==> config.mk <==
export PLATFORM = sky130hd
export DESIGN_NAME = wit_device_flat
export DESIGN_NICKNAME = d
export VERILOG_FILES = /design/src/verilog/wit_pkg.sv /design/src/verilog/wit_bus_if.sv /design/src/verilog/wit_device.sv /design/src/flat_wrapper.sv
export SDC_FILE = /design/constraint.sdc
export NUM_CORES = 1
export LEC_CHECK = 0
export BUFFER_PORTS_ARGS = -buffer_cell sky130_fd_sc_hd__buf_2
export CAP_MARGIN = 30
export CORE_MARGIN = 4
export CORE_UTILIZATION = 53
export DETAILED_ROUTE_END_ITERATION = 12
export HOLD_SLACK_MARGIN = 0.15
export PLACE_DENSITY = 0.76
export SYNTH_ARGS = -nofsm -noshare
export SYNTH_HDL_FRONTEND = slang
export SYNTH_SLANG_ARGS = --single-unit
==> constraint.sdc <==
create_clock -name clk -period 2.46 [get_ports clk]
set_input_delay 0.123 -clock clk [delete_from_list [all_inputs] [get_ports clk]]
set_output_delay 0.123 -clock clk [all_outputs]
set_load 0.05 [all_outputs]
==> src/verilog/wit_pkg.sv <==
// Purpose: shared constants and types of the watchdog / interval timer channel
// Assumes: one 100 MHz system clock; sub-clock arrives as a synchronous level input
// Notes:   register bit positions, write keys, reset values and pulse lengths live here

// ----------------------------------------------------------------------------
// package
// ----------------------------------------------------------------------------
package wit_pkg;

  // control/status bit positions
  localparam int WIT_BIT_OVF     = 7;    // overflow flag
  localparam int WIT_BIT_MODE    = 6;    // mode_select: 1 watchdog, 0 interval
  localparam int WIT_BIT_EN      = 5;    // count_enable
  localparam int WIT_BIT_PSS     = 4;    // prescaler_choice: 1 sub-clock
  localparam int WIT_BIT_RST     = 3;    // 1 internal reset, 0 nmi
  localparam int WIT_CKS_HI      = 2;    // clk_sel_bit2
  localparam int WIT_CKS_LO      = 0;    // clk_sel_bit0

  // reset values and counter limits
  localparam logic [7:0] WIT_CTRL_RESET  = 8'h00;
  localparam logic [7:0] WIT_CNT_RESET   = 8'h00;
  localparam logic [7:0] WIT_CNT_MAX     = 8'hFF;

  // write keys carried in the upper byte of a word write
  localparam logic [7:0] WIT_KEY_COUNTER = 8'h5A;
  localparam logic [7:0] WIT_KEY_CTRL    = 8'hA5;

  // read selects on the device bus
  localparam logic WIT_RADDR_CTRL    = 1'b0;
  localparam logic WIT_RADDR_COUNTER = 1'b1;

  // watchdog reset pulse lengths in system clocks
  localparam int WIT_INT_RESET_CLKS   = 518;
  localparam int WIT_RESET_OUT_STATES = 132;
  localparam int WIT_RC_W             = 10;

  // prescaler widths and divide exponents per clock select code
  localparam int WIT_MAIN_PS_W = 17;
  localparam int WIT_SUB_PS_W  = 8;
  localparam int WIT_MAIN_EXP [8] = '{1, 6, 7, 9, 11, 13, 15, 17};
  localparam int WIT_SUB_EXP  [8] = '{1, 2, 3, 4, 5, 6, 7, 8};

  // host user-port register map
  localparam logic [1:0] WIT_H_COUNTER = 2'h0;
  localparam logic [1:0] WIT_H_CTRL    = 2'h1;
  localparam logic [1:0] WIT_H_EVENTS  = 2'h2;
  localparam int WIT_EV_NMI       = 0;
  localparam int WIT_EV_IRQ       = 1;
  localparam int WIT_EV_INT_RESET = 2;
  localparam int WIT_EV_RESET_OUT = 3;
  localparam int WIT_EV_W         = 4;

  // watchdog reset pulse sequencer
  typedef enum logic [2:0] {
    WIT_ST_IDLE = 3'b001,    // no reset pending
    WIT_ST_BOTH = 3'b010,    // internal reset and reset-out pin active
    WIT_ST_INT  = 3'b100     // internal reset only
  } wit_rst_state_type;

endpackage : wit_pkg

==> src/verilog/wit_bus_if.sv <==
// Purpose: carrier between the cpu-side controller and the timer channel
// Assumes: both ends run on the same clk; write strobes are one cycle long, the read strobe stays high while polling
// Notes:   read data stand only in the cycle after the read strobe

// ----------------------------------------------------------------------------
// interface
// ----------------------------------------------------------------------------
interface wit_bus_if;
  logic        wr;           // write strobe
  logic        wr_word;      // write is a 16-bit word transfer
  logic [15:0] wdata;        // key in upper byte, data in lower byte
  logic        rd;           // read strobe
  logic        raddr;        // 0 control/status, 1 counter
  logic [7:0]  rdata;        // read data, cycle after rd
  logic        int_reset;    // internal chip reset request
  logic        reset_out_n;  // reset-out pin level
  logic        nmi_req;      // non-maskable interrupt pulse
  logic        interval_irq; // interval interrupt level

  modport device (input wr, wr_word, wdata, rd, raddr,
                  output rdata, int_reset, reset_out_n, nmi_req, interval_irq);
  modport cpu    (output wr, wr_word, wdata, rd, raddr,
                  input rdata, int_reset, reset_out_n, nmi_req, interval_irq);
endinterface : wit_bus_if

==> src/verilog/wit_device.sv <==
// Purpose: 8-bit watchdog / interval timer channel with main and sub-clock prescalers
// Assumes: sub_clk_in and ext_reset_n are synchronous to clk
// Notes:   word writes with key only; internal reset clears this channel's registers
//
// The register offsets and the strobed register port were left to the implementer.

// ----------------------------------------------------------------------------
// device end
// ----------------------------------------------------------------------------
module wit_device
  import wit_pkg::*;
#(
  parameter int INT_RESET_CLKS   = WIT_INT_RESET_CLKS,   // internal reset length
  parameter int RESET_OUT_STATES = WIT_RESET_OUT_STATES  // reset-out low length
) (
  input  wire logic clk,
  input  wire logic rst_n,
  input  wire logic sub_clk_in,
  input  wire logic ext_reset_n,
  wit_bus_if.device bus,
  output logic      reset_source_flag
);

  // --------------------------------------------------------------------------
  // elaboration checks
  // --------------------------------------------------------------------------
  if (RESET_OUT_STATES < 1 || INT_RESET_CLKS <= RESET_OUT_STATES ||
      INT_RESET_CLKS > (1 << WIT_RC_W) - 1) begin : g_bad_len
    $error("reset pulse lengths out of range");
  end

  // --------------------------------------------------------------------------
  // declarations
  // --------------------------------------------------------------------------
  logic [6:0]               ctrl_r;        // control bits 6..0
  logic                     ovf_r;         // overflow_flag
  logic                     ovf_nxt;       // next overflow flag
  logic                     armed_r;       // flag was read as one
  logic [7:0]               cnt_r;         // wd_counter
  logic [WIT_MAIN_PS_W-1:0] main_ps_r;     // main_prescaler
  logic [WIT_SUB_PS_W-1:0]  sub_ps_r;      // sub-clock prescaler
  logic                     sub_prev_r;    // last sampled sub-clock level
  logic                     sub_edge;      // rising edge of sub-clock
  logic [7:0]               main_tap;      // main ticks per select code
  logic [7:0]               sub_tap;       // sub ticks per select code
  logic [2:0]               cks;           // clock select code
  logic                     tick;          // selected count pulse
  logic                     cnt_wr;        // keyed counter write
  logic                     ctrl_wr;       // keyed control write
  logic                     ovf_event;     // counter wraps this cycle
  logic                     wd_rst_ovf;    // overflow asks for chip reset
  wit_rst_state_type        rst_st_r;      // reset pulse sequencer
  logic [WIT_RC_W-1:0]      rc_r;          // reset pulse cycle count
  logic                     int_reset_r;   // internal reset output
  logic                     reset_out_n_r; // reset-out pin output
  logic                     nmi_r;         // nmi pulse output
  logic                     irq_r;         // interval irq output
  logic [7:0]               rdata_r;       // read data output
  logic                     src_r;         // reset_source_flag

  // --------------------------------------------------------------------------
  // bus decode
  // --------------------------------------------------------------------------
  // only word writes with the right key reach a register; none during reset
  assign cnt_wr  = bus.wr && bus.wr_word && !int_reset_r &&
                   bus.wdata[15:8] == WIT_KEY_COUNTER;
  assign ctrl_wr = bus.wr && bus.wr_word && !int_reset_r &&
                   bus.wdata[15:8] == WIT_KEY_CTRL;
  assign cks     = ctrl_r[WIT_CKS_HI:WIT_CKS_LO];

  // --------------------------------------------------------------------------
  // prescalers
  // --------------------------------------------------------------------------
  // main prescaler runs from clk and never stops
  always_ff @(posedge clk) begin
    if (!rst_n) begin
      main_ps_r <= '0;
    end else begin
      main_ps_r <= main_ps_r + 1'b1;
    end
  end

  // sub prescaler advances on each sub-clock rising edge
  always_ff @(posedge clk) begin
    if (!rst_n) begin
      sub_prev_r <= 1'b0;
      sub_ps_r   <= '0;
    end else begin
      sub_prev_r <= sub_clk_in;
      if (sub_edge) begin
        sub_ps_r <= sub_ps_r + 1'b1;
      end
    end
  end

  assign sub_edge = sub_clk_in && !sub_prev_r;

  // a tap fires once each 2**exp input clocks, when its low bits are all ones
  for (genvar i = 0; i < 8; i++) begin : g_tap
    assign main_tap[i] = &main_ps_r[WIT_MAIN_EXP[i]-1:0];
    assign sub_tap[i]  = sub_edge && (&sub_ps_r[WIT_SUB_EXP[i]-1:0]);
  end

  // prescaler choice picks the source, clock select picks the tap
  assign tick = ctrl_r[WIT_BIT_PSS] ? sub_tap[cks] : main_tap[cks];

  // --------------------------------------------------------------------------
  // counter
  // --------------------------------------------------------------------------
  assign ovf_event  = ctrl_r[WIT_BIT_EN] && tick && !cnt_wr &&
                      cnt_r == WIT_CNT_MAX;
  assign wd_rst_ovf = ovf_event && ctrl_r[WIT_BIT_MODE] && ctrl_r[WIT_BIT_RST];

  // write first, then stop-and-clear, then count
  always_ff @(posedge clk) begin
    if (!rst_n || int_reset_r) begin
      cnt_r <= WIT_CNT_RESET;
    end else if (cnt_wr) begin
      cnt_r <= bus.wdata[7:0];
    end else if (!ctrl_r[WIT_BIT_EN]) begin
      cnt_r <= WIT_CNT_RESET;
    end else if (tick) begin
      cnt_r <= cnt_r + 8'h01;
    end
  end

  // --------------------------------------------------------------------------
  // control bits
  // --------------------------------------------------------------------------
  // mode, enable, prescaler choice, action and clock select
  always_ff @(posedge clk) begin
    if (!rst_n || int_reset_r) begin
      ctrl_r <= WIT_CTRL_RESET[6:0];
    end else if (ctrl_wr) begin
      ctrl_r <= bus.wdata[6:0];
    end
  end

  // --------------------------------------------------------------------------
  // overflow flag
  // --------------------------------------------------------------------------
  // clears first, a wrap in the same cycle wins over them
  always_comb begin
    ovf_nxt = ovf_r;
    if (ctrl_wr && armed_r && !bus.wdata[WIT_BIT_OVF]) begin
      ovf_nxt = 1'b0;
    end
    if (ctrl_wr && !bus.wdata[WIT_BIT_EN]) begin
      ovf_nxt = 1'b0;
    end
    if (ovf_event) begin
      ovf_nxt = 1'b1;
    end
  end

  always_ff @(posedge clk) begin
    if (!rst_n || int_reset_r) begin
      ovf_r <= WIT_CTRL_RESET[WIT_BIT_OVF];
    end else begin
      ovf_r <= ovf_nxt;
    end
  end

  // read of control with flag at one arms the zero-write clear
  always_ff @(posedge clk) begin
    if (!rst_n || int_reset_r) begin
      armed_r <= 1'b0;
    end else if (!ovf_nxt) begin
      armed_r <= 1'b0;
    end else if (bus.rd && bus.raddr == WIT_RADDR_CTRL && ovf_r) begin
      armed_r <= 1'b1;
    end
  end

  // --------------------------------------------------------------------------
  // interrupts
  // --------------------------------------------------------------------------
  // interval request follows the flag in interval mode
  always_ff @(posedge clk) begin
    if (!rst_n || int_reset_r) begin
      irq_r <= 1'b0;
    end else begin
      irq_r <= ovf_nxt && !ctrl_r[WIT_BIT_MODE];
    end
  end

  // one-cycle nmi pulse on watchdog overflow with nmi chosen
  always_ff @(posedge clk) begin
    if (!rst_n || int_reset_r) begin
      nmi_r <= 1'b0;
    end else begin
      nmi_r <= ovf_event && ctrl_r[WIT_BIT_MODE] && !ctrl_r[WIT_BIT_RST];
    end
  end

  // --------------------------------------------------------------------------
  // watchdog reset pulses
  // --------------------------------------------------------------------------
  // both outputs start together; reset-out ends first, internal reset later
  always_ff @(posedge clk) begin
    if (!rst_n) begin
      rst_st_r      <= WIT_ST_IDLE;
      rc_r          <= '0;
      int_reset_r   <= 1'b0;
      reset_out_n_r <= 1'b1;
    end else begin
      case (rst_st_r)
        WIT_ST_IDLE: begin
          rc_r <= '0;
          if (wd_rst_ovf) begin
            rst_st_r      <= WIT_ST_BOTH;
            int_reset_r   <= 1'b1;
            reset_out_n_r <= 1'b0;
          end
        end
        WIT_ST_BOTH: begin
          rc_r <= rc_r + 1'b1;
          if (rc_r == WIT_RC_W'(RESET_OUT_STATES - 1)) begin
            rst_st_r      <= WIT_ST_INT;
            reset_out_n_r <= 1'b1;
          end
        end
        WIT_ST_INT: begin
          rc_r <= rc_r + 1'b1;
          if (rc_r == WIT_RC_W'(INT_RESET_CLKS - 1)) begin
            rst_st_r    <= WIT_ST_IDLE;
            int_reset_r <= 1'b0;
          end
        end
        default: begin
          rst_st_r      <= WIT_ST_IDLE;
          int_reset_r   <= 1'b0;
          reset_out_n_r <= 1'b1;
        end
      endcase
    end
  end

  // --------------------------------------------------------------------------
  // reset source
  // --------------------------------------------------------------------------
  // pin reset sets the flag and beats a coincident watchdog reset
  always_ff @(posedge clk) begin
    if (!rst_n) begin
      src_r <= 1'b1;
    end else if (!ext_reset_n) begin
      src_r <= 1'b1;
    end else if (wd_rst_ovf) begin
      src_r <= 1'b0;
    end
  end

  // --------------------------------------------------------------------------
  // read port
  // --------------------------------------------------------------------------
  // data stand only in the cycle after the strobe
  always_ff @(posedge clk) begin
    if (!rst_n || !bus.rd) begin
      rdata_r <= 8'h00;
    end else if (bus.raddr == WIT_RADDR_CTRL) begin
      rdata_r <= {ovf_r, ctrl_r};
    end else begin
      rdata_r <= cnt_r;
    end
  end

  assign bus.rdata         = rdata_r;
  assign bus.int_reset     = int_reset_r;
  assign bus.reset_out_n   = reset_out_n_r;
  assign bus.nmi_req       = nmi_r;
  assign bus.interval_irq  = irq_r;
  assign reset_source_flag = src_r;

endmodule : wit_device

==> src/flat_wrapper.sv <==
// flat-port wrapper written by rule: the top's interface ports become plain ports
module wit_device_flat import wit_pkg::*;
#(
  parameter int INT_RESET_CLKS   = WIT_INT_RESET_CLKS,                           
  parameter int RESET_OUT_STATES = WIT_RESET_OUT_STATES                         
)
  (clk, rst_n, sub_clk_in, ext_reset_n, reset_source_flag, bus_wr, bus_wr_word, bus_wdata, bus_rd, bus_raddr, bus_rdata, bus_int_reset, bus_reset_out_n, bus_nmi_req, bus_interval_irq);
  wit_bus_if bus_i ();
  input  wire logic clk;
  input  wire logic rst_n;
  input  wire logic sub_clk_in;
  input  wire logic ext_reset_n;
  output logic reset_source_flag;
  input wire logic [$bits(bus_i.wr)-1:0] bus_wr;
  input wire logic [$bits(bus_i.wr_word)-1:0] bus_wr_word;
  input wire logic [$bits(bus_i.wdata)-1:0] bus_wdata;
  input wire logic [$bits(bus_i.rd)-1:0] bus_rd;
  input wire logic [$bits(bus_i.raddr)-1:0] bus_raddr;
  output wire logic [$bits(bus_i.rdata)-1:0] bus_rdata;
  output wire logic [$bits(bus_i.int_reset)-1:0] bus_int_reset;
  output wire logic [$bits(bus_i.reset_out_n)-1:0] bus_reset_out_n;
  output wire logic [$bits(bus_i.nmi_req)-1:0] bus_nmi_req;
  output wire logic [$bits(bus_i.interval_irq)-1:0] bus_interval_irq;
  assign bus_i.wr = bus_wr;
  assign bus_i.wr_word = bus_wr_word;
  assign bus_i.wdata = bus_wdata;
  assign bus_i.rd = bus_rd;
  assign bus_i.raddr = bus_raddr;
  assign bus_rdata = bus_i.rdata;
  assign bus_int_reset = bus_i.int_reset;
  assign bus_reset_out_n = bus_i.reset_out_n;
  assign bus_nmi_req = bus_i.nmi_req;
  assign bus_interval_irq = bus_i.interval_irq;
  wit_device #(.INT_RESET_CLKS(INT_RESET_CLKS), .RESET_OUT_STATES(RESET_OUT_STATES)) u_core (.clk(clk), .rst_n(rst_n), .sub_clk_in(sub_clk_in), .ext_reset_n(ext_reset_n), .bus(bus_i), .reset_source_flag(reset_source_flag));
endmodule
==> metrics.md <==
| Metric | Value |
|---|---|
| Post-DRT Antenna Nets | `0` |
| Critical path arrival | `approximately 2600 ps` |
| Tcrit/Tclk final | `0.947` |
| Mapped Nets | `roughly 440` |
| Fillers | `between 500 and 600` |
| Clock Sinks | `69` |
| Seq. cell area | `between 0.001 and 0.0015 mm2` |
| Metal3 WL | `416 um` |
| Worst-Skew Late Latency | `340 ps` |
| PortBufs | `36` |
| Row count | `29` |
| CTS tree | `built` |
| Cts bufs inserted | `9` |
| Height of the chip | `a little under 90 um` |
| Yosys warns | `0` |
| Area Growth Syn to Fin | `19.0%` |
| Hold depth | `4` |
| Hpwl dp | `between 5000 and 6000 um` |
| Gpl congestion | `approximately 0.85` |
| FF-to-FF path depth | `12` |
| Peak VDD IR | `0.584 mV` |
| Fraction of layout cells with a size suffix above 1 | `0.214` |
| Final Hold Viols | `0` |
| Final setup fails | `0` |
| Post-synth EDFFs | `0` |
| TNS Setup | `0 ps` |
| Seq cells post-synth | `between 60 and 70` |
| Pleak | `between 1.5 and 2 nW` |
| Max Fclk | `~430 MHz` |
| Skew final | `around 11 ps` |
| Antenna fix cells | `0` |
| Count of final max-slew check failures | `0` |
| Die width | `approximately 89 um` |
| CP Capture Type | `register` |
| Pre-Repair DR Iteration Count | `4` |
| Util after Layout | `0.651` |
| Synthesized cell area | `0.00349 mm2` |
| Clk slew on worst S/H paths | `~80 ps` |
| Avg Cell Area, Syn | `8.67 um2` |
| Root buf cell | `clkbuf_8` |
| Status | `completed` |
| Critical Path RT | `2720 ps` |
| Vias post-DR | `approximately 3000` |
| Number of global-route vias before repair | `about 3000` |
| Post-route met1 wirelength | `3370 um` |
| Crit Path Class | `reg2reg` |
| Minimum clock period | `around 2300 ps` |
| Dpl cells | `510` |
| Slew margin rel. | `0.626` |
| Total global routing overflow | `0` |
| Wirelength per Cell | `around 14 um` |
| Netlist cell types | `55` |
| Htree depth | `3` |
| Setup ws final | `131 ps` |
| RSZ-0062 raised after global routing | `true` |
| Core Region | `approximately 0.0064 mm2` |
| DR iter-0 viols | `154` |
| Ys flop type | `dfxtp_1` |
| Met2 wire len | `about 3900 um` |
| First-pass GRT wire length | `about 13000 um` |
| Sequential area share after synthesis | `0.395` |
| Layout Nets | `around 490` |
| Post-route non-filler standard cell count | `540` |
| Place WS | `-22.1 ps` |
| GRT Overall Usage | `0.206` |
| DRT Wirelength | `7770 um` |
| Drt via density | `between 5 and 6` |
| Async SR Flop Fraction | `0` |
| CP Launch Type | `register` |
| Starting Density | `0.547` |
| Hold WC Path Type | `in2reg` |
| Pin count of the biggest net entering global routing | `between 40 and 50` |
| Pwr dens | `slightly below 500 mW/mm2` |
| Initial antenna violation count | `0` |
| Longest Clk Path Bufs | `2` |
| Die Area | `around 0.008 mm2` |
| Multi-input logic area | `between 0.002 and 0.0025 mm2` |
| Max_cap viols | `0` |
| Cells after Synth | `a little over 400` |
| Max Used Layer | `met4` |
| I/O pins | `37` |
| Crit Path Max Fanout | `6` |
| DRC violations left | `0` |
| Tightest Pin Transition | `around 560 ps` |
-- final timing paths --
path / end / startpoint / slack, ps
hold / removal: u_core.cnt_r[7]$_SDFFE_PP0P_ / bus_wdata[7] / 210
setup / recovery: u_core.cnt_r[6]$_SDFFE_PP0P_ / u_core.main_ps_r[4]$_SDFF_PN0_ / 130
setup reg to reg: u_core.cnt_r[6]$_SDFFE_PP0P_ / u_core.main_ps_r[4]$_SDFF_PN0_ / 130
hold reg to reg: u_core.reset_source_flag$_SDFFE_PN1P_ / u_core.reset_source_flag$_SDFFE_PN1P_ / 460
-- critical path, cell delays in order, from the launching register on --
cell and delay [ps]:
dfxtp_2 330, and4_4 240, nand2_4 60, nor3b_2 200, and3_1 180, ha_2 170
and2_1 120, o21ai_1 60, a31oi_1 140, a32o_2 310, buf_6 140, nor3_1 60
nor4_2 260
-- cell type report --
type                            instances  share of cell area
Sequential cell                        69               0.334
Inverter                                7             0.00632
Clock buffer                            9              0.0298
Clock inverter                          7              0.0102
Multi-Input combinational cell        303               0.486
Tap cell                               77              0.0232
Timing Repair Buffer                   68               0.111
-- placed cells by master (no fill, tap or decap), types with 3 or more instances in the layout --
cell type and count:
a21boi_0 5, a21oi_1 15, a31oi_1 4, and2_1 29, and3_1 7, and3b_1 3
and4_1 4, buf_2 36, buf_4 18, buf_6 4, clkbuf_8 9, clkinv_2 4
clkinvlp_4 3, dfxtp_1 63, dfxtp_2 6, dlygate4sd3_1 10, ha_1 6, inv_1 7
mux2i_1 22, nand2_1 35, nand2b_1 5, nand3_1 25, nand4_1 8, nor2_1 32
nor2b_1 8, nor3_1 14, nor3_2 3, nor4bb_1 5, o21a_1 3, o21ai_0 12
xnor2_1 15, xor2_1 4
-- power by group --
part / switching (W) / internal, W
combinational: 0.0000585 / 0.0000606
clock: 0.000432 / 0.000357
sequential: 0.00000768 / 0.00113
total: 0.000499 / 0.00154
-- metal layers --
| layer | track usage | vias to the layer above |
|---|---|---|
| li1 | - | 1527 |
| met1 | 0.239 | 1433 |
| met2 | 0.363 | 81 |
| met3 | 0.0516 | 6 |
| met4 | 0.0758 | 0 |
| met5 | 0 | - |
-- state kept, by name (all words and copies together) (netlist names), 3 cells and up --
| register | count |
|---|---|
| u_core.bus.rdata | 8 |
| u_core.cnt_r | 8 |
| u_core.ctrl_r | 7 |
| u_core.main_ps_r | 17 |
| u_core.rc_r | 10 |
| u_core.rst_st_r | 3 |
| u_core.sub_ps_r | 8 |
-- through the flow --
step / instance area, um2 / hold slack, ps / power [W]
floorplan: 3490 / 245 / 0.00121
global placement: 3790 / 353 / 0.00126
detailed placement: 3790 / 355 / 0.00126
CTS: 4060 / 199 / 0.00206
global route: 4160 / 217 / 0.00213
finish: 4160 / 211 / 0.00204
-- cell usage after synthesis (2+ instances only) --
| cell | number | area share |
|---|---|---|
| a21oi_1 | 15 | 0.021 |
| a31oi_1 | 4 | 0.0072 |
| xnor2_1 | 15 | 0.038 |
| nand2_1 | 35 | 0.038 |
| and4_4 | 2 | 0.0064 |
| mux2i_1 | 22 | 0.063 |
| nand2b_1 | 5 | 0.0090 |
| a21boi_0 | 5 | 0.011 |
| nor3_1 | 14 | 0.020 |
| dfxtp_1 | 69 | 0.40 |
| inv_1 | 7 | 0.0075 |
| buf_2 | 4 | 0.0057 |
| buf_6 | 2 | 0.0064 |
| a21o_1 | 2 | 0.0043 |
| and4_1 | 4 | 0.010 |
| and3b_1 | 3 | 0.0075 |
| nor3b_1 | 3 | 0.0064 |
| a211o_1 | 2 | 0.0050 |
| o21ai_0 | 14 | 0.020 |
| and3_1 | 8 | 0.014 |
| ha_1 | 9 | 0.032 |
| o21a_1 | 3 | 0.0064 |
| nand3_1 | 25 | 0.036 |
| xor2_1 | 4 | 0.010 |
| nor2b_1 | 8 | 0.014 |
| and2_1 | 29 | 0.052 |
| nand4_1 | 8 | 0.014 |
| clkbuf_1 | 17 | 0.018 |
| nor4bb_1 | 5 | 0.014 |
| nor3_2 | 3 | 0.0086 |
| nor2_1 | 33 | 0.035 |
-- logic make-up (layout without fill, tap and decap cells) --
group	after synthesis	in the layout	share of synthesized area
AOI/OAI and AO/OA	57	57	0.109
xor gates and xnor gates	19	19	0.0476
adders and majority gates	9	9	0.0322
buffers and inverters	31	91	0.0401
DFF	69	69	0.395
muxes	22	22	0.0630
and+or+nand+nor	196	196	0.313
-- repair_timing --
action | CTS | global route
endpoints found under the setup margin | 5 | 16
pin swaps | 1 | 13
buffers inserted | 0 | 5
hold buffers | 10 | 0
endpoints found under the hold margin | 15 | 0
gates resized for setup | 2 | 20
Power figures use the tool's default switching activity.
